==> config.mk <==
export PLATFORM = sky130hd
export DESIGN_NAME = crystal_pll_clock_control
export DESIGN_NICKNAME = d
export VERILOG_FILES = /design/src/inc/clock_ctrl_pkg.sv /design/src/crystal_pll_clock_control.sv
export SDC_FILE = /design/constraint.sdc
export NUM_CORES = 1
export LEC_CHECK = 0
export BUFFER_PORTS_ARGS = -buffer_cell sky130_fd_sc_hd__buf_2
export CORE_MARGIN = 3
export CORE_UTILIZATION = 45
export DETAILED_ROUTE_END_ITERATION = 10
export GPL_TIMING_DRIVEN = 0
export PLACE_DENSITY = 0.75
export SLEW_MARGIN = 20
export SYNTH_ARGS = -nofsm -noshare
export SYNTH_HDL_FRONTEND = slang
export SYNTH_SLANG_ARGS = --single-unit
==> constraint.sdc <==
create_clock -name ref_clk -period 1.7 [get_ports ref_clk]
set_input_delay 0.085 -clock ref_clk [delete_from_list [all_inputs] [get_ports ref_clk]]
set_output_delay 0.085 -clock ref_clk [all_outputs]
set_load 0.02 [all_outputs]
==> src/inc/clock_ctrl_pkg.sv <==
// shared constants and carriers for the crystal and pll clock control block
package clock_ctrl_pkg;
    // register byte offsets inside the power and clock control space
    localparam logic [11:0] OFFS_CRYSTAL  = 12'h004;
    localparam logic [11:0] OFFS_PLL      = 12'h008;
    localparam logic [11:0] OFFS_FINALDIV = 12'h00C;

    // crystal oscillator config fields
    localparam int XTAL_EN_BIT  = 30;
    localparam int XTAL_RDY_BIT = 31;
    localparam logic XTAL_EN_RST = 1'h1;

    // pll config fields
    localparam int REFDIV_LSB   = 0;
    localparam int REFDIV_W     = 3;
    localparam int MUL_LSB      = 4;
    localparam int MUL_W        = 6;
    localparam int OUTDIV_LSB   = 10;
    localparam int OUTDIV_W     = 2;
    localparam int PLLSEL_BIT   = 16;
    localparam int REFSEL_BIT   = 17;
    localparam int BYPASS_BIT   = 18;
    localparam int LOCK_BIT     = 31;
    localparam logic [2:0] REFDIV_RST = 3'h1;
    localparam logic [5:0] MUL_RST    = 6'h1F;
    localparam logic [1:0] OUTDIV_RST = 2'h3;
    localparam logic [1:0] OUTDIV_BAD = 2'h0;
    localparam logic PLLSEL_RST = 1'h0;
    localparam logic REFSEL_RST = 1'h1;
    localparam logic BYPASS_RST = 1'h1;

    // final divider fields
    localparam int FDIV_LSB    = 0;
    localparam int FDIV_W      = 6;
    localparam int FONE_LSB    = 8;
    localparam int FONE_W      = 6;
    localparam logic [5:0] FDIV_RST = 6'h00;
    localparam logic [5:0] FONE_RST = 6'h01;

    // synchroniser lanes
    localparam int SYNC_N    = 5;
    localparam int LANE_RING = 0;
    localparam int LANE_XTAL = 1;
    localparam int LANE_PLL  = 2;
    localparam int LANE_RDY  = 3;
    localparam int LANE_LOCK = 4;

    // apb request bundle
    typedef struct packed {
        logic        psel;
        logic        penable;
        logic        pwrite;
        logic [11:0] paddr;
        logic [31:0] pwdata;
    } apbReq_type;

    // pll settings handed to the analog macro
    typedef struct packed {
        logic [2:0] refDiv;
        logic [5:0] vcoMul;
        logic [1:0] outDiv;
        logic       pllSelect;
        logic       refSelXtal;
        logic       bypass;
    } pllCfg_type;
endpackage : clock_ctrl_pkg

==> src/crystal_pll_clock_control.sv <==
// apb register block, flag synchronisers and glitch-free clock path for crystal and pll
`timescale 1ns/10ps

module crystal_pll_clock_control
    import clock_ctrl_pkg::*;
(
    input  wire logic        ref_clk,
    input  wire logic        rst_n,
    input  wire apbReq_type  apbReq,
    output logic [31:0]      prdata,
    output logic             pready,
    output logic             pslverr,
    input  wire logic        ringOscClk,
    input  wire logic        crystalClk,
    input  wire logic        pllClk,
    input  wire logic        crystalReadyRaw,
    input  wire logic        pllLockRaw,
    output logic             crystalEnable,
    output logic             pllPowerDown,
    output pllCfg_type       pllCfg,
    output logic             hfClk
);
    logic              xtalEn_q;
    pllCfg_type        cfg_q;
    logic [5:0]        fdiv_q;
    logic [5:0]        fone_q;
    logic [31:0]       prdata_q;
    logic              pslverr_q;
    logic [SYNC_N-1:0] syncA_q;
    logic [SYNC_N-1:0] syncB_q;
    logic              setupPhase;
    logic              accessPhase;
    logic              wrAccess;
    logic              addrHit;
    logic              readyFlag;
    logic              lockFlag;
    logic              pllRef;
    logic              pllPath;
    logic              pathPrev_q;
    logic              pathRise;
    logic [5:0]        cnt_q;
    logic              divOut_q;
    logic [5:0]        activeN_q;
    logic              activeOne_q;
    logic              finalClk;
    logic              selActive_q;
    logic              hfClk_q;

    // apb phase decode; zero wait states, answer in the first access cycle
    assign setupPhase  = apbReq.psel && !apbReq.penable;
    assign accessPhase = apbReq.psel && apbReq.penable;
    assign wrAccess    = accessPhase && apbReq.pwrite;
    assign addrHit     = (apbReq.paddr == OFFS_CRYSTAL) || (apbReq.paddr == OFFS_PLL)
                         || (apbReq.paddr == OFFS_FINALDIV);
    assign pready      = accessPhase;
    assign prdata      = prdata_q;
    assign pslverr     = pslverr_q && accessPhase;

    // two-flop synchronisers for all analog and foreign-clock inputs
    always_ff @(posedge ref_clk) begin
        if (!rst_n) begin
            syncA_q <= '0;
            syncB_q <= '0;
        end else begin
            syncA_q <= {pllLockRaw, crystalReadyRaw, pllClk, crystalClk, ringOscClk};
            syncB_q <= syncA_q;
        end
    end

    // ready only counts while the driver is on
    assign readyFlag = syncB_q[LANE_RDY] && xtalEn_q;
    // lock is passed straight from its synchroniser, ungated; it may fall while running, nothing latches it
    assign lockFlag  = syncB_q[LANE_LOCK];

    // crystal enable register
    always_ff @(posedge ref_clk) begin
        if (!rst_n) begin
            xtalEn_q <= XTAL_EN_RST;
        end else if (wrAccess && apbReq.paddr == OFFS_CRYSTAL) begin
            xtalEn_q <= apbReq.pwdata[XTAL_EN_BIT];
        end
    end

    // pll config register; a zero output divide code keeps the old code
    always_ff @(posedge ref_clk) begin
        if (!rst_n) begin
            cfg_q.refDiv     <= REFDIV_RST;
            cfg_q.vcoMul     <= MUL_RST;
            cfg_q.outDiv     <= OUTDIV_RST;
            cfg_q.pllSelect  <= PLLSEL_RST;
            cfg_q.refSelXtal <= REFSEL_RST;
            cfg_q.bypass     <= BYPASS_RST;
        end else if (wrAccess && apbReq.paddr == OFFS_PLL) begin
            cfg_q.refDiv     <= apbReq.pwdata[REFDIV_LSB +: REFDIV_W];
            cfg_q.vcoMul     <= apbReq.pwdata[MUL_LSB +: MUL_W];
            if (apbReq.pwdata[OUTDIV_LSB +: OUTDIV_W] != OUTDIV_BAD) begin
                cfg_q.outDiv <= apbReq.pwdata[OUTDIV_LSB +: OUTDIV_W];
            end
            cfg_q.pllSelect  <= apbReq.pwdata[PLLSEL_BIT];
            cfg_q.refSelXtal <= apbReq.pwdata[REFSEL_BIT];
            cfg_q.bypass     <= apbReq.pwdata[BYPASS_BIT];
        end
    end

    // final divider register
    always_ff @(posedge ref_clk) begin
        if (!rst_n) begin
            fdiv_q <= FDIV_RST;
            fone_q <= FONE_RST;
        end else if (wrAccess && apbReq.paddr == OFFS_FINALDIV) begin
            fdiv_q <= apbReq.pwdata[FDIV_LSB +: FDIV_W];
            fone_q <= apbReq.pwdata[FONE_LSB +: FONE_W];
        end
    end

    // read data captured in the setup cycle so it comes from a flop
    always_ff @(posedge ref_clk) begin
        if (!rst_n) begin
            prdata_q  <= 32'h00000000;
            pslverr_q <= 1'h0;
        end else if (setupPhase) begin
            prdata_q  <= 32'h00000000;
            pslverr_q <= !addrHit;
            unique case (apbReq.paddr)
                OFFS_CRYSTAL: begin
                    prdata_q[XTAL_EN_BIT]  <= xtalEn_q;
                    prdata_q[XTAL_RDY_BIT] <= readyFlag;
                end
                OFFS_PLL: begin
                    prdata_q[REFDIV_LSB +: REFDIV_W] <= cfg_q.refDiv;
                    prdata_q[MUL_LSB +: MUL_W]       <= cfg_q.vcoMul;
                    prdata_q[OUTDIV_LSB +: OUTDIV_W] <= cfg_q.outDiv;
                    prdata_q[PLLSEL_BIT]             <= cfg_q.pllSelect;
                    prdata_q[REFSEL_BIT]             <= cfg_q.refSelXtal;
                    prdata_q[BYPASS_BIT]             <= cfg_q.bypass;
                    prdata_q[LOCK_BIT]               <= lockFlag;
                end
                OFFS_FINALDIV: begin
                    prdata_q[FDIV_LSB +: FDIV_W] <= fdiv_q;
                    prdata_q[FONE_LSB +: FONE_W] <= fone_q;
                end
                default: begin
                    prdata_q <= 32'h00000000;
                end
            endcase
        end
    end

    // controls toward the oscillator pad and the analog pll
    assign crystalEnable = xtalEn_q;
    assign pllPowerDown  = cfg_q.bypass;
    assign pllCfg        = cfg_q;

    // reference mux and bypass; clocks are sampled, so the path tracks at ref_clk rate
    assign pllRef  = cfg_q.refSelXtal ? syncB_q[LANE_XTAL] : syncB_q[LANE_RING];
    assign pllPath = cfg_q.bypass ? pllRef : syncB_q[LANE_PLL];
    assign pathRise = pllPath && !pathPrev_q;

    always_ff @(posedge ref_clk) begin
        if (!rst_n) begin
            pathPrev_q <= 1'h0;
        end else begin
            pathPrev_q <= pllPath;
        end
    end

    // final divider; new ratio taken only at a falling boundary to avoid runts
    always_ff @(posedge ref_clk) begin
        if (!rst_n) begin
            cnt_q       <= 6'h00;
            divOut_q    <= 1'h0;
            activeN_q   <= FDIV_RST;
            activeOne_q <= 1'h1;
        end else if (activeOne_q) begin
            cnt_q    <= 6'h00;
            divOut_q <= 1'h0;
            if (!pllPath) begin
                activeN_q   <= fdiv_q;
                activeOne_q <= (fone_q != 6'h00);
            end
        end else if (pathRise) begin
            if (cnt_q == activeN_q) begin
                cnt_q    <= 6'h00;
                divOut_q <= !divOut_q;
                if (divOut_q) begin
                    activeN_q   <= fdiv_q;
                    activeOne_q <= (fone_q != 6'h00);
                end
            end else begin
                cnt_q <= cnt_q + 6'h01;
            end
        end
    end

    assign finalClk = activeOne_q ? pllPath : divOut_q;

    // main clock select moves only while both candidates are low
    always_ff @(posedge ref_clk) begin
        if (!rst_n) begin
            selActive_q <= PLLSEL_RST;
            hfClk_q     <= 1'h0;
        end else begin
            if (!finalClk && !syncB_q[LANE_RING]) begin
                selActive_q <= cfg_q.pllSelect;
            end
            hfClk_q <= selActive_q ? finalClk : syncB_q[LANE_RING];
        end
    end

    assign hfClk = hfClk_q;
endmodule : crystal_pll_clock_control

# After elaboration in Yosys (flattened, before gate mapping)
# Index checks and enable logic that the tools add are counted.
# totals
reg_bits	74
inputBits	54
output_inout_bits	51
wordCells	78
# classes
addsub	1
eq_ne	5
muxes	24
bitwise_logic	1
reduce_logical	27
# op_table
operator	count
6-bit two-way mux	6
12-bit by 4-bit == test with 1-bit output, second input constant	2
12-bit by 3-bit == test with 1-bit output, second input constant	1
1-bit two-way mux	11
1-bit logical AND	10
4-bit case mux with 2 select lines	1
2-bit nonzero test	4
6-bit by 1-bit adder with 6-bit output, second input constant	1
6-bit == test	1
1-bit zero test	6
3-bit case mux with 2 select lines	1
6-bit nonzero test	1
2-bit two-way mux	2
2-bit case mux with 2 select lines	1
2-bit AND reduction	2
4-bit AND reduction	1
3-bit two-way mux	1
1-bit logical OR	2
2-bit != test, second input constant	1
1-bit case mux with 2 select lines	1
2-bit OR reduction	1
1-bit NOT	1

# Logic depth before layout (Yosys ltp)
# Gate-level depths: netlist (run 1).
# depth
word_depth	5
mapped_depth	7
mapped_depth_nobuf	5

# Worst setup path after synthesis (run 1)
# No wires, ideal clock.
# synth_timing
kind	register to register
startpoint	reg cfg_q (netlist bit pllCfg[1])
endpoint	reg cnt_q[0]
setup_ns	0.121
t_arrival_ns	1.722
required_ns	1.579
path_slack_ns	-0.143
path_stages_with_launch	7
path_buffers	1
period_less_slack_ns	1.843
cell_sequence	dfxtp_1 -> mux2i_1 -> a211oi_2 -> and4_1 -> or3b_1 -> clkbuf_1 -> nor2_1
# synth_via
elab_chain_len	3
# synth_lines
element	line_no	source
start, declared	crystal_pll_clock_control.sv:24	pllCfg_type cfg_q;
1-bit two-way mux	crystal_pll_clock_control.sv:155	assign pllRef = cfg_q.refSelXtal ? syncB_q[LANE_XTAL] : syncB_q[LANE_RING];
1-bit two-way mux	crystal_pll_clock_control.sv:156	assign pllPath = cfg_q.bypass ? pllRef : syncB_q[LANE_PLL];
1-bit logical AND	crystal_pll_clock_control.sv:157	assign pathRise = pllPath && !pathPrev_q;
end signal, assigned	crystal_pll_clock_control.sv:190	cnt_q <= cnt_q + 6'h01;
end, declared	crystal_pll_clock_control.sv:41	logic [5:0] cnt_q;
# No other way between the ends.
# A chain may end at the register's enable or synchronous reset.

# Worst setup path after layout (run 1)
# Same ends and word-level chain as after synthesis.

==> results of run 1 <==
==> flip-flops by register name, summed over array words and instances, names as in the netlist <==
| name | flops |
|---|---|
| prdata | 19 |
| pllCfg | 13 |
| activeN_q | 6 |
| cnt_q | 6 |
| fdiv_q | 6 |
| fone_q | 6 |
| syncA_q | 5 |
| syncB_q | 5 |
| activeOne_q | 1 |
| crystalEnable | 1 |
| divOut_q | 1 |
| hfClk | 1 |
| pathPrev_q | 1 |
| pllPowerDown | 1 |
| pslverr_q | 1 |
| selActive_q | 1 |
==> worst max path at each step <==
stage	to	slack, ns	cells after the start
after floorplan	pllCfg[1]$_SDFFE_PN1P_	-0.01	6
after global placement	pllCfg[8]$_SDFFE_PN1P_	-0.29	7
after detailed placement	pllCfg[8]$_SDFFE_PN1P_	-0.31	7
after CTS	cnt_q[0]$_SDFFE_PP0P_	0.02	6
after global routing	prdata[11]$_SDFFE_PN0P_	0.009	7
final	cnt_q[0]$_SDFFE_PP0P_	0.06	5
==> metal layers <==
| metal | vias to the layer above | wire, um |
|---|---|---|
| met2 | 98 | 3719 |
| met4 | 0 | 54 |
| met1 | 1243 | 3416 |
| met3 | 5 | 667 |
| li1 | 1368 | - |
| met5 | - | 0 |
==> layout by cell type (no fill, tap or decap), types with 9 or more instances in the layout <==
cell type                        n
sky130_fd_sc_hd__clkbuf_8       10
sky130_fd_sc_hd__conb_1         13
sky130_fd_sc_hd__buf_4          17
sky130_fd_sc_hd__clkbuf_1       15
sky130_fd_sc_hd__dlygate4sd3_1  20
sky130_fd_sc_hd__dfxtp_1        72
sky130_fd_sc_hd__and2_1         13
sky130_fd_sc_hd__a21boi_1       19
sky130_fd_sc_hd__buf_2          80
sky130_fd_sc_hd__a221oi_1        9
sky130_fd_sc_hd__nand3_1        13
sky130_fd_sc_hd__nor2_1         20
sky130_fd_sc_hd__nor3b_1        10
sky130_fd_sc_hd__mux2i_1        20
sky130_fd_sc_hd__nand2_1        62
==> power by group through the flow <==
stage          combinational, mW  sequential [mW]  clock (mW)
2_1_floorplan              0.157             1.83           0
3_3_place_gp               0.272             1.81           0
3_5_place_dp               0.276             1.81           0
4_1_cts                    0.316             1.77        1.20
5_1_grt                    0.348             1.77        1.27
6_report                   0.319             1.77        1.18
==> critical path: cells and delay by family, from the launching register on <==
family	cells	cell delay [ns]
mux	1	0.29
compound gates	1	0.10
simple gates	3	0.78
flops	1	0.40
==> through the flow <==
stage / util [%] / power [mW] / setup WS, ns / std cells
after detailed placement: 55.96 / 2.087 / -0.3079 / 502
final: 62.39 / 3.270 / 0.06205 / 540
after floorplan: - / 1.983 / -0.01026 / 348
after global routing: 62.39 / 3.390 / 0.009087 / 540
after global placement: 55.96 / 2.082 / -0.2905 / 502
after CTS: 61.95 / 3.285 / 0.01832 / 539
==> cell families (layout without fill, tap and decap cells) <==
logic type	count (synthesis)	count (layout)	share of synthesized area, %
DFF	74	74	47.44
muxes	21	21	6.731
other	1	13	0.1201
adders and majority gates	1	1	0.4006
xor gates and xnor gates	12	12	3.365
buffers and inverters	34	149	6.410
and+or+nand+nor	149	149	25.04
AOI/OAI and AO/OA	44	44	10.50
==> area by class of cell <==
cell class | instances | area, um^2 | area share, %
Buffer | 33 | 200.2 | 4.912
Clock buffer | 13 | 148.9 | 3.654
Clock inverter | 3 | 15.01 | 0.3684
Multi-Input combinational cell | 240 | 1520 | 37.30
Sequential cell | 74 | 1486 | 36.48
Tap cell | 77 | 96.34 | 2.364
Timing Repair Buffer | 100 | 608.1 | 14.92
==> what timing repair did <==
item / CTS / global route
pin swaps: 1 / 1
gates cloned: 0 / 0
resized for setup: 3 / 6
endpoints found under the hold margin: 23 / 0
hold buffers: 20 / 0
endpoints found under the setup margin: 14 / 28
buffers inserted: 1 / 2
==> results.md, run 1 <==
Setup path:
- The reg2reg setup slack is 0.06 ns.
- In this run the critical register-to-register path is launched from pllCfg[1]$_SDFFE_PN1P_.
- Walking the worst path, the cells encountered are mux2i_4 -> a211oi_4 -> and4_4 -> or3b_1 -> nor2_1.
- Of all nets on the critical path, the largest fanout is 6.
- The worst setup path is of the flop to flop kind.
- On the worst path, the slowest cell contributes a delay of 0.45 ns.
- The type of destination of the critical path is a flop.
- The arrival time of data at the critical path endpoint is 1.91 ns.
- In this run the critical register-to-register path is captured at cnt_q[0]$_SDFFE_PP0P_.
- The type of origin of the critical path is a flop.
- The beginning of the critical path is pllCfg[1]$_SDFFE_PN1P_.
- Measured in cells, the most critical reg-to-reg path has a length of 5.
- Among all stages on the critical path, the largest delay is contributed by sky130_fd_sc_hd__or3b_1.
- The required time of the critical path is 1.97 ns.

Power and ir drop:
- The cell area power density is 802.5 nW/um^2.
- The static power due to leakage is 1.710 nW.
- The share of total power in sequential cells is 54.2%.
- In this run, the combinational gates consume 9.8% of the power.
- The switching fraction of total power is 24.33%.
- The cell internal power dissipation is 2.474 mW.
- The clock share of power is 36.1%.
- The analysis attributes to net switching a power of 0.7956 mW.
- The worst-case IR drop observed on VDD is 0.5941 mV.

Global route:
- The initial antenna violation count is 0.
- The wire length of the first global-routing pass is 12,300 um.
- The routing usage on met2 is 33.62%.
- Summed over all layers, the global routing overflow is 0.
- For met3 alone, demand over resource in global routing was 4.793%.
- For met1 alone, demand over resource in global routing was 26.51%.
- In the global route stage, overall resource usage came out at 20.40%.
- The via count of the first global-routing pass is 2,556.
- The pin count of the biggest net entering global routing is 12.
- The layer flagged by global routing as most heavily used is met2.

Synthesis:
- The cell with the most instances after synthesis is sky130_fd_sc_hd__dfxtp_1.
- After synthesis the netlist holds a flip-flop and latch count of 74.
- The mapped netlist covers 3123 um^2.
- The number of synthesized flops with an enable pin is 0.
- For this run, the leading register cell type out of synthesis is sky130_fd_sc_hd__dfxtp_1.
- Summed over its instances, the top area cell type makes up 47.44% of the synthesized netlist area.
- Counting distinct cell types in the post-synthesis netlist gives 42.
- After synthesis, the cell types taking the most area are sky130_fd_sc_hd__dfxtp_1, sky130_fd_sc_hd__nand2_1, sky130_fd_sc_hd__mux2i_1, sky130_fd_sc_hd__a21boi_1, sky130_fd_sc_hd__buf_4.
- The largest area contributor in the synthesized netlist is sky130_fd_sc_hd__dfxtp_1.
- The sequential fraction of the synthesis area is 47.44%.
- After technology mapping, the gate count stands at 336.
- A synthesized cell averages 9.295 um^2.
- Yosys printed 0 warnings.
- Counting instances in the post-synthesis netlist gives the leading cell types as sky130_fd_sc_hd__dfxtp_1, sky130_fd_sc_hd__nand2_1, sky130_fd_sc_hd__mux2i_1.
- The post-synthesis async set-or-reset flop share is 0%.

Timing:
- The final count of hold timing violations is 0.
- The maximum frequency from static timing analysis is 0.6105 GHz.
- The measured slew at the worst slew-check pin is 0.5919 ns.
- Across the routed clock network, the largest skew measured is 0.006810 ns.
- Headroom to the max-slew limit came out at 60.54%.
- The number of slew-limit violations in the final report was 0.
- The shortest period the worst path allows is 1.638 ns.
- Setup repair after global routing left no endpoint under its margin.
- After routing, the total negative slack on setup checks comes to 0 ns.
- The minimum hold slack is 0.01041 ns.
- The final critical path takes up 96.35% of the cycle.
- The number of setup violations in the final report is 0.

Placed design:
- At the end of routability-driven placement, the weighted congestion stood at 0.8325.
- The post-detailed-placement half-perimeter wirelength is 5541 um.
- After detailed placement, the total cell area comes to 3655 um^2.
- Buffers placed on the I/O ports in this run total 77.

Cells and area:
- The number of antenna diodes in the final layout is 0.
- In the final layout, the share of cells above drive strength 1 is 27.86%.
- Fill cells in the final layout number 563.
- The area growth from synthesis to layout is 30.49%.
- At the end of the flow, the number of nets in the layout was 513.
- The cell area after layout is 4075 um^2.

Routing:
- The overall routed net length is 7858 um.
- The count of unresolved DRC violations after routing is 0.
- The detailed-routing iteration count for the pre-antenna-repair pass is 4.
- The number of vias per cell is 5.026.
- The residual antenna-violating net count after detailed routing is 0.
- Dividing the detail-routed wire length by the instance count gives 14.55 um.
- The routed via count is 2,714.
- After the first detailed-routing iteration, the DRC count stood at 128.

Flow run:
- The max capacitance violation total is 0.

Clock tree:
- The root cell of the clock tree is sky130_fd_sc_hd__clkbuf_8.
- The longest clock path from root to sink contains 2 buffers.
- For this design, the sink count on the clock tree is 74.
- The total clock buffers created by CTS is 9.
- The post-CTS clock slew at the launch and capture registers of the worst setup and hold paths is 0.08 ns.
- The clock tree from TritonCTS is built.
- The worst-skew pair later-pin latency is 0.34 ns.
- The total number of H-tree levels is 3.

Die:
- The core region area is 6531 um^2.
- The number of ports placed on the die boundary is 105.
- The height of the die is 89.31 um.
- The die footprint is 7975 um^2.
- Measured along the x axis, the die boundary spans 89.31 um.
- The row count is 29.
- The initial cell density of the core is 47.82%.

Status:
- The run finished with clean final reports.

Min path:
- The class of the tightest hold or removal check is input port to flop.
- The launch point of the worst hold path is apbReq[1].
- The endpoint with the worst hold slack is fdiv_q[1]$_SDFFE_PN0P_.
- Counting instances, the worst hold path has a depth of 3.
(Power assumes the default switching activity.)
==> inputs of run 2 (changes only) <==
--- a/constraint.sdc
+++ b/constraint.sdc
@@ -3,2 +3,2 @@
 set_output_delay 0.085 -clock ref_clk [all_outputs]
-set_load 0.02 [all_outputs]
+set_load 0.05 [all_outputs]
==> run 2 against run 1 <==
  * Via count grew 1.3%
  * Die area unchanged
  * Non-clock buffer count rose by 1
  * Critical path depth up 1
  * Final cell count rose by 0.19%
  * Flip-flop and latch count unchanged
  * Clock power is 25% higher
  * Largest cell class unchanged
  * Largest power group unchanged
==> results.md, run 2 (synthesis results as in run 1) <==
Status:
- The flow ran to the end, and the final reports show no timing, DRC or antenna violations.

Timing:
- The relative slew slack is 60.34%.
- Setup repair after global routing could not meet its margin everywhere.
- The least setup slack across all paths after layout is 0.06187 ns.
- Derived from the worst setup path, the maximum achievable clock frequency is 0.6105 GHz.
- The final count of hold timing violations is 0.
- After layout, the worst path uses 96.36% of the clock period.
- At the pin with the least slew margin, the transition time is 0.5948 ns.
- The shortest period the worst path allows is 1.638 ns.
- The number of slew-limit violations in the final report is 0.
- Between clock sinks in the finished design, the worst skew comes to 0.006288 ns.
- The final total negative setup slack is 0 ns.
- The number of setup violations in the final report is 0.

Cells and area:
- The multi-input combinational cell area is 1519 um^2.
- In the layout the commonest cells are sky130_fd_sc_hd__buf_2, sky130_fd_sc_hd__dfxtp_1, sky130_fd_sc_hd__nand2_1.
- The register with the most flip-flops in the layout has 19 of them.
- Summing all flip-flop and latch instances after layout gives 1489 um^2.
- The total number of nets in the final design is 514.
- The fraction of final layout cells with drive strength greater than 1 is 28.23%.
- The layout has 568 filler cells.
- The final non-filler cell total is 541.
- The repair_antennas step left the layout with diodes totalling 0.
- The growth of design area from synthesis to finish is 32.33%.
- The most common cell after layout, fill and taps aside is sky130_fd_sc_hd__buf_2.

Die:
- The core region area is 6531 um^2.
- The die is 89.31 um wide.
- The floorplan has 29 rows.
- The die footprint is 7975 um^2.
- The height of the die is 89.31 um.
- The number of ports placed on the die boundary is 105.
- The initial cell density of the core is 47.82%.

Routing:
- The number of vias per cell is 5.079.
- The number of DRC markers after the initial detailed-route iteration is 191.
- The routed via count is 2,748.
- The detailed-routing iteration count for the pre-antenna-repair pass is 4.
- For this run, design rule violations remaining after detail routing come to 0.
- Once detail routing completed, the nets flagged for antenna violations numbered 0.
- In the final routed layout, each cell accounts on average for 14.18 um.
- The overall routed net length is 7674 um.

Clock tree:
- TritonCTS built the clock tree.
- Clock-pin slew was measured on the worst setup and hold paths at 0.07 ns.
- The root cell of the clock tree is sky130_fd_sc_hd__clkbuf_8.
- The buffer levels on the longest clock path is 2.
- The total number of H-tree levels is 3.
- The worst-skew pair later-pin latency is 0.34 ns.
- The total clock sinks is 74.
- Counting the buffers created by CTS gives 9.

Placed design:
- OpenSTA, run right after detailed placement, puts the worst setup slack at -0.3431 ns.
- The number of instances in the placed design is 502.
- The routability congestion estimate is 0.8327.
- The post-detailed-placement half-perimeter wirelength is 5552 um.
- The number of buffer cells added on primary ports is 77.

Min path:
- Counting instances, the worst hold path has a depth of 3.
- The min-delay analysis places its worst path in the category input port to flop.

Setup path:
- The required time of the critical path is 1.98 ns.
- Together, buffers and inverters on the worst path number 1.
- The maximum fanout count along the critical path is 6.
- The cell with the largest stage delay on the worst path is sky130_fd_sc_hd__dfxtp_4.
- The arrival time of data at the critical path endpoint is 1.92 ns.
- Traced cell by cell, the critical path runs through mux2i_4 -> a211oi_4 -> and4_4 -> or3b_1 -> clkbuf_2 -> nor2_1.
- The largest single stage delay on the critical path is 0.39 ns.
- The cell family with the largest share of critical-path delay is simple AND/OR/NAND/NOR gates.
- The critical path depth in cells is 6.
- The worst setup path category is flop to flop.
- Measured in cells, the most critical reg-to-reg path has a length of 6.
- The type of destination of the critical path is a flop.
- The worst setup path is launched from a flop.

Global route:
- The pin count of the biggest net entering global routing is 13.
- Global routing consumed, over all layers together, 20.43% of the routing resources.
- The initial antenna violation count came to 0.
- The wire length of the first global-routing pass is 12,200 um.
- The remaining global-route overflow is 0.
- The via count of the first global-routing pass is 2,570.

Flow run:
- The max capacitance violation total is 0.

Power and ir drop:
- IR analysis of the VDD net gives a maximum drop of 0.5740 mV.
- The static power due to leakage is 1.735 nW.
- The post-route total power is 3.636 mW.
- The cell area power density is 879.9 nW/um^2.
## run 2: cell count changes in the layout (fill, tap and decap cells not counted)
cell / delta
sky130_fd_sc_hd__bufinv_16: +2
sky130_fd_sc_hd__dfxtp_4: +1
sky130_fd_sc_hd__clkbuf_4: -1
sky130_fd_sc_hd__clkbuf_1: -1
sky130_fd_sc_hd__a21oi_2: -1
sky130_fd_sc_hd__buf_2: +1
sky130_fd_sc_hd__clkinvlp_4: +1
sky130_fd_sc_hd__nor2_1: -1
sky130_fd_sc_hd__dfxtp_2: -1
sky130_fd_sc_hd__a21oi_1: +1
sky130_fd_sc_hd__nor2_2: +1
sky130_fd_sc_hd__clkinv_2: -1
## run 2: timing repair
item / 4_1_cts / 5_1_grt
gates resized for setup: 3 / 2
hold endpoints to repair: 25 / 0
endpoints found under the setup margin: 12 / 16
pin swaps: 1 / 1
buffers inserted: 1 / 2
hold buffers: 20 / 0
## run 2: layer usage
layer	wire (um)	vias to the layer above	track usage, %
li1	-	1369	-
met1	3302	1269	25.57
met2	3699	96	34.23
met3	507	14	4.332
met4	166	0	8.254
met5	0	-	0
## run 2: cell type report
type,count,area share (%)
multi-input combinational,240,36.75
sequential,74,36.03
timing repair buffer,100,14.71
buffer,34,4.874
clock buffer,11,3.421
tap,77,2.331
clock inverter,5,1.877
## run 2: stage by stage
step | utilization, % | area [um^2] | hold WS [ns]
2_1_floorplan | - | 3179 | 0.2092
3_3_place_gp | 56.05 | 3661 | 0.2903
3_5_place_dp | 56.05 | 3661 | 0.2942
4_1_cts | 62.87 | 4106 | 0.004946
5_1_grt | 63.28 | 4133 | 0.01868
6_report | 63.28 | 4133 | 0.01601
## run 2: power breakdown
part           switching [mW]  internal [mW]  total, mW
sequential             0.0128           1.76       1.77
clock                   0.614          0.861       1.48
combinational           0.239          0.152      0.391
total                   0.867           2.77       3.64
## run 2: worst paths after layout
kind / from / end / slack [ns]
max: pllCfg[1]$_SDFFE_PN1P_ / cnt_q[1]$_SDFFE_PP0P_ / 0.06
min: apbReq[9] / fone_q[1]$_SDFFE_PN0P_ / 0.02
max reg2reg: pllCfg[1]$_SDFFE_PN1P_ / cnt_q[1]$_SDFFE_PP0P_ / 0.06
min reg2reg: syncA_q[2]$_SDFF_PN0_ / syncB_q[2]$_SDFF_PN0_ / 0.43
## run 2: worst reg2reg max path, stage by stage, from the launching register on
cell and delay, ns:
sky130_fd_sc_hd__dfxtp_4 0.39, sky130_fd_sc_hd__mux2i_4 0.27, sky130_fd_sc_hd__a211oi_4 0.10, sky130_fd_sc_hd__and4_4 0.21, sky130_fd_sc_hd__or3b_1 0.34, sky130_fd_sc_hd__clkbuf_2 0.16, sky130_fd_sc_hd__nor2_1 0.11
==> inputs of run 3 (changes only) <==
--- a/config.mk
+++ b/config.mk
@@ -7,3 +7,5 @@
 export LEC_CHECK = 0
+export ABC_AREA = 0
 export BUFFER_PORTS_ARGS = -buffer_cell sky130_fd_sc_hd__buf_2
+export CORE_ASPECT_RATIO = 1.4
 export CORE_MARGIN = 3
==> constraint.sdc (replaced) <==
create_clock -name ref_clk -period 1.7 [get_ports ref_clk]
set_input_delay 0 -clock ref_clk [delete_from_list [all_inputs] [get_ports ref_clk]]
set_output_delay 0 -clock ref_clk [all_outputs]
set_load 0.05 [all_outputs]
==> run 3 against run 2 <==
  * Setup slack better by 0.064 ns
  * Critical endpoint is now cnt_q[0]$_SDFFE_PP0P_
  * Critical path depth is 1 lower
  * Largest cell class unchanged
  * Sequential power about the same
  * Count of clock-buffer cells in the layout decreased by 1
  * Register-to-register slack gained 0.06 ns
  * Largest power group unchanged
  * Die area up 0.18%
==> results.md, run 3 (synthesis results as in run 1) <==
Status:
- The flow ran to the end, and the final reports show no timing, DRC or antenna violations.

Placed design:
- The standard cell area after detailed placement is 3680 um^2.
- The number of buffer cells added on primary ports is 77.
- At the end of routability-driven placement, the weighted congestion stood at 0.7994.
- In this run, placement finished with an instance count of 517.
- The post-detailed-placement half-perimeter wirelength is 5584 um.

Die:
- The core region is 6656 um^2.
- The width of the die is 76.41 um.
- The initial cell density of the core is 46.92%.
- For this design the top-level I/O count stands at 105.
- The floorplan step set the die height to 104.6 um.
- The row count is 35.
- The die footprint is 7990 um^2.

Routing:
- The routed via count is 2,766.
- The count of nets left with antenna violations once routing finished came out at 0.
- The detailed-routing iteration count for the pre-antenna-repair pass is 4.
- Dividing the detail-routed via count by the number of cells gives 4.939.
- The number of DRC markers after the initial detailed-route iteration is 121.
- The count of unresolved DRC violations after routing is 0.
- The post-detailed-route wirelength per cell is 14.09 um.
- Wires add up to 7893 um.

Timing:
- At the pin with the least slew margin, the transition time is 0.6124 ns.
- Setup repair after global routing left no endpoint under its margin.
- For the finished layout, the period the worst path requires is 1.574 ns.
- The number of slew-limit violations in the final report is 0.
- The period utilization is 92.61%.
- The final count of hold timing violations was 0.
- The number of setup violations in the final report is 0.
- Measured against its own limit, the worst slew margin works out to 59.17%.
- The clock arrives with 0.007851 ns of skew.
- Static timing analysis puts the maximum clock frequency at 0.6352 GHz.

Power and ir drop:
- Cell internal power was estimated by the tool at 2.747 mW.
- Of the total power, combinational logic draws 11.0%.
- The static power due to leakage is 1.745 nW.
- Across the VDD grid, the largest voltage drop is 0.5648 mV.
- The clock network is responsible for 40.7% of the overall power.
- The cell area power density is 871.7 nW/um^2.
- Summed over all nets, the switching power comes to 0.9162 mW.
- The share of total power in sequential cells is 48.3%.
- The switching fraction of total power is 25.01%.

Cells and area:
- The area growth from synthesis to layout is 34.58%.
- The repair_antennas step left the layout with diodes totalling 0.
- The post-route core utilization is 63.14%.
- Excluding fillers, the count of instances in the completed layout stands at 560.
- The total number of nets in the final design is 518.
- The cell area after layout is 4203 um^2.
- The fraction of final layout cells with drive strength greater than 1 is 28.21%.
- The top cell types in the final layout, fill and taps aside, are sky130_fd_sc_hd__buf_2, sky130_fd_sc_hd__dfxtp_1, sky130_fd_sc_hd__nand2_1.
- The number of flip-flops in the largest register is 19.
- The most common cell after layout, fill and taps aside is sky130_fd_sc_hd__buf_2.

Clock tree:
- The worst-skew pair later-pin latency is 0.34 ns.
- After clock tree synthesis, the clock-pin slew on the worst setup and hold paths is 0.08 ns.
- CTS built an H-tree with a depth of 3.
- The root cell of the clock tree is sky130_fd_sc_hd__clkbuf_8.
- The longest clock path from root to sink contains 2 buffers.
- Buffers inserted during clock tree synthesis total 9.
- The clock tree from TritonCTS is built.
- Counting every sink on the clock net gives 74.

Global route:
- The total overflow left after global routing is 0.
- The wire length of the first global-routing pass is 13,140 um.
- The initial antenna violation count was 0.
- Global routing used 20.64% of the available tracks.
- Entering global routing, the biggest net connects 15 pins.
- The via count of the first global-routing pass is 2,802.

Setup path:
- The depth of the worst register-to-register path is 5.
- The maximum fanout count along the critical path is 6.
- The critical register-to-register path startpoint is pllCfg[1]$_SDFFE_PN1P_.
- The worst setup path is launched from a flop.
- At the worst endpoint, the arrival time is 1.86 ns.
- For flop-to-flop paths, the worst setup slack is 0.13 ns.
- The worst setup path category is flop to flop.
- STA classifies the critical path endpoint as a flop.
- In this run the critical register-to-register path is captured at cnt_q[0]$_SDFFE_PP0P_.
- The required time of the critical path is 1.98 ns.

Min path:
- The worst hold path terminates at prdata[30]$_SDFFE_PN0P_.
- The min-delay analysis places its worst path in the category input port to flop.
- Counting instances, the worst hold path has a depth of 4.
- The worst hold path begins at apbReq[32].

Flow run:
- Across the run, the number of max-cap violations was 0.
run 3: cell types whose count changed in the layout (fill, tap and decap cells not counted):
| cell | previous run | this run |
|---|---|---|
| sky130_fd_sc_hd__or3b_4 | 0 | 1 |
| sky130_fd_sc_hd__clkinv_2 | 2 | 0 |
| sky130_fd_sc_hd__clkbuf_2 | 1 | 0 |
| sky130_fd_sc_hd__a21oi_1 | 4 | 3 |
| sky130_fd_sc_hd__a21oi_2 | 0 | 1 |
| sky130_fd_sc_hd__clkinvlp_4 | 1 | 3 |
| sky130_fd_sc_hd__or3b_1 | 1 | 0 |
| sky130_fd_sc_hd__clkbuf_8 | 10 | 9 |
| sky130_fd_sc_hd__inv_6 | 0 | 1 |
| sky130_fd_sc_hd__dlygate4sd3_1 | 20 | 25 |
run 3: layout make-up:
cell class | count | area, um^2
clock buffer | 10 | 127.6
fill | 582 | 2454
sequential | 74 | 1489
timing repair buffer | 105 | 658.1
tap | 92 | 115.1
multi-input combinational | 240 | 1525
clock inverter | 6 | 91.34
buffer | 33 | 196.4
run 3: how the worst max path moves through the flow:
stage                             end  depth (start not counted)  slack [ns]                    from
4_1_cts        pllCfg[8]$_SDFFE_PN1P_                          7        0.02              apbReq[41]
6_report        cnt_q[0]$_SDFFE_PP0P_                          5        0.13  pllCfg[1]$_SDFFE_PN1P_
2_1_floorplan   cnt_q[1]$_SDFFE_PP0P_                          6        0.01  pllCfg[1]$_SDFFE_PN1P_
3_3_place_gp   pllCfg[7]$_SDFFE_PN1P_                          7       -0.31              apbReq[41]
3_5_place_dp   pllCfg[8]$_SDFFE_PN1P_                          7       -0.35              apbReq[41]
5_1_grt         cnt_q[4]$_SDFFE_PP0P_                          5        0.03  pllCfg[1]$_SDFFE_PN1P_
run 3: layer usage:
layer  wire, um  share of wire (%)  vias up  GRT usage, %
met5          0                  0        -             0
met4        170                2.2        0         10.23
met3        350                4.4       15         3.707
met2       4239                 54       83         38.62
met1       3133                 40     1300         21.82
li1           -                  -     1368             -
run 3: critical path: stages, from the launching register on:
cell and delay, ns:
sky130_fd_sc_hd__dfxtp_4 0.39, sky130_fd_sc_hd__mux2i_4 0.27, sky130_fd_sc_hd__a211oi_4 0.10, sky130_fd_sc_hd__and4_4 0.21, sky130_fd_sc_hd__or3b_4 0.42, sky130_fd_sc_hd__nor2_2 0.12
run 3: power by group through the flow:
stage	clock (mW)	combinational, mW	sequential, mW
3_3_place_gp	0	0.348	1.81
2_1_floorplan	0	0.199	1.85
3_5_place_dp	0	0.350	1.81
5_1_grt	1.58	0.432	1.77
6_report	1.49	0.403	1.77
4_1_cts	1.51	0.398	1.77
run 3: what timing repair did:
item	in CTS	in global routing
setup endpoints to repair	14	17
cloned	0	0
gates resized for setup	2	5
hold buffers	25	0
endpoints found under the hold margin	33	0
setup buffers	1	2
pin swaps	1	1
run 3: stage by stage:
step,power [mW],worst slack [ns],hold slack (ns),setup TNS (ns)
3_3_place_gp,2.155,-0.3129,0.2090,-5.981
5_1_grt,3.782,0.02951,0.06081,0
3_5_place_dp,2.158,-0.3512,0.2158,-6.771
6_report,3.663,0.1256,0.01898,0
4_1_cts,3.674,0.01566,0.007190,0
2_1_floorplan,2.053,0.01450,0.1242,0
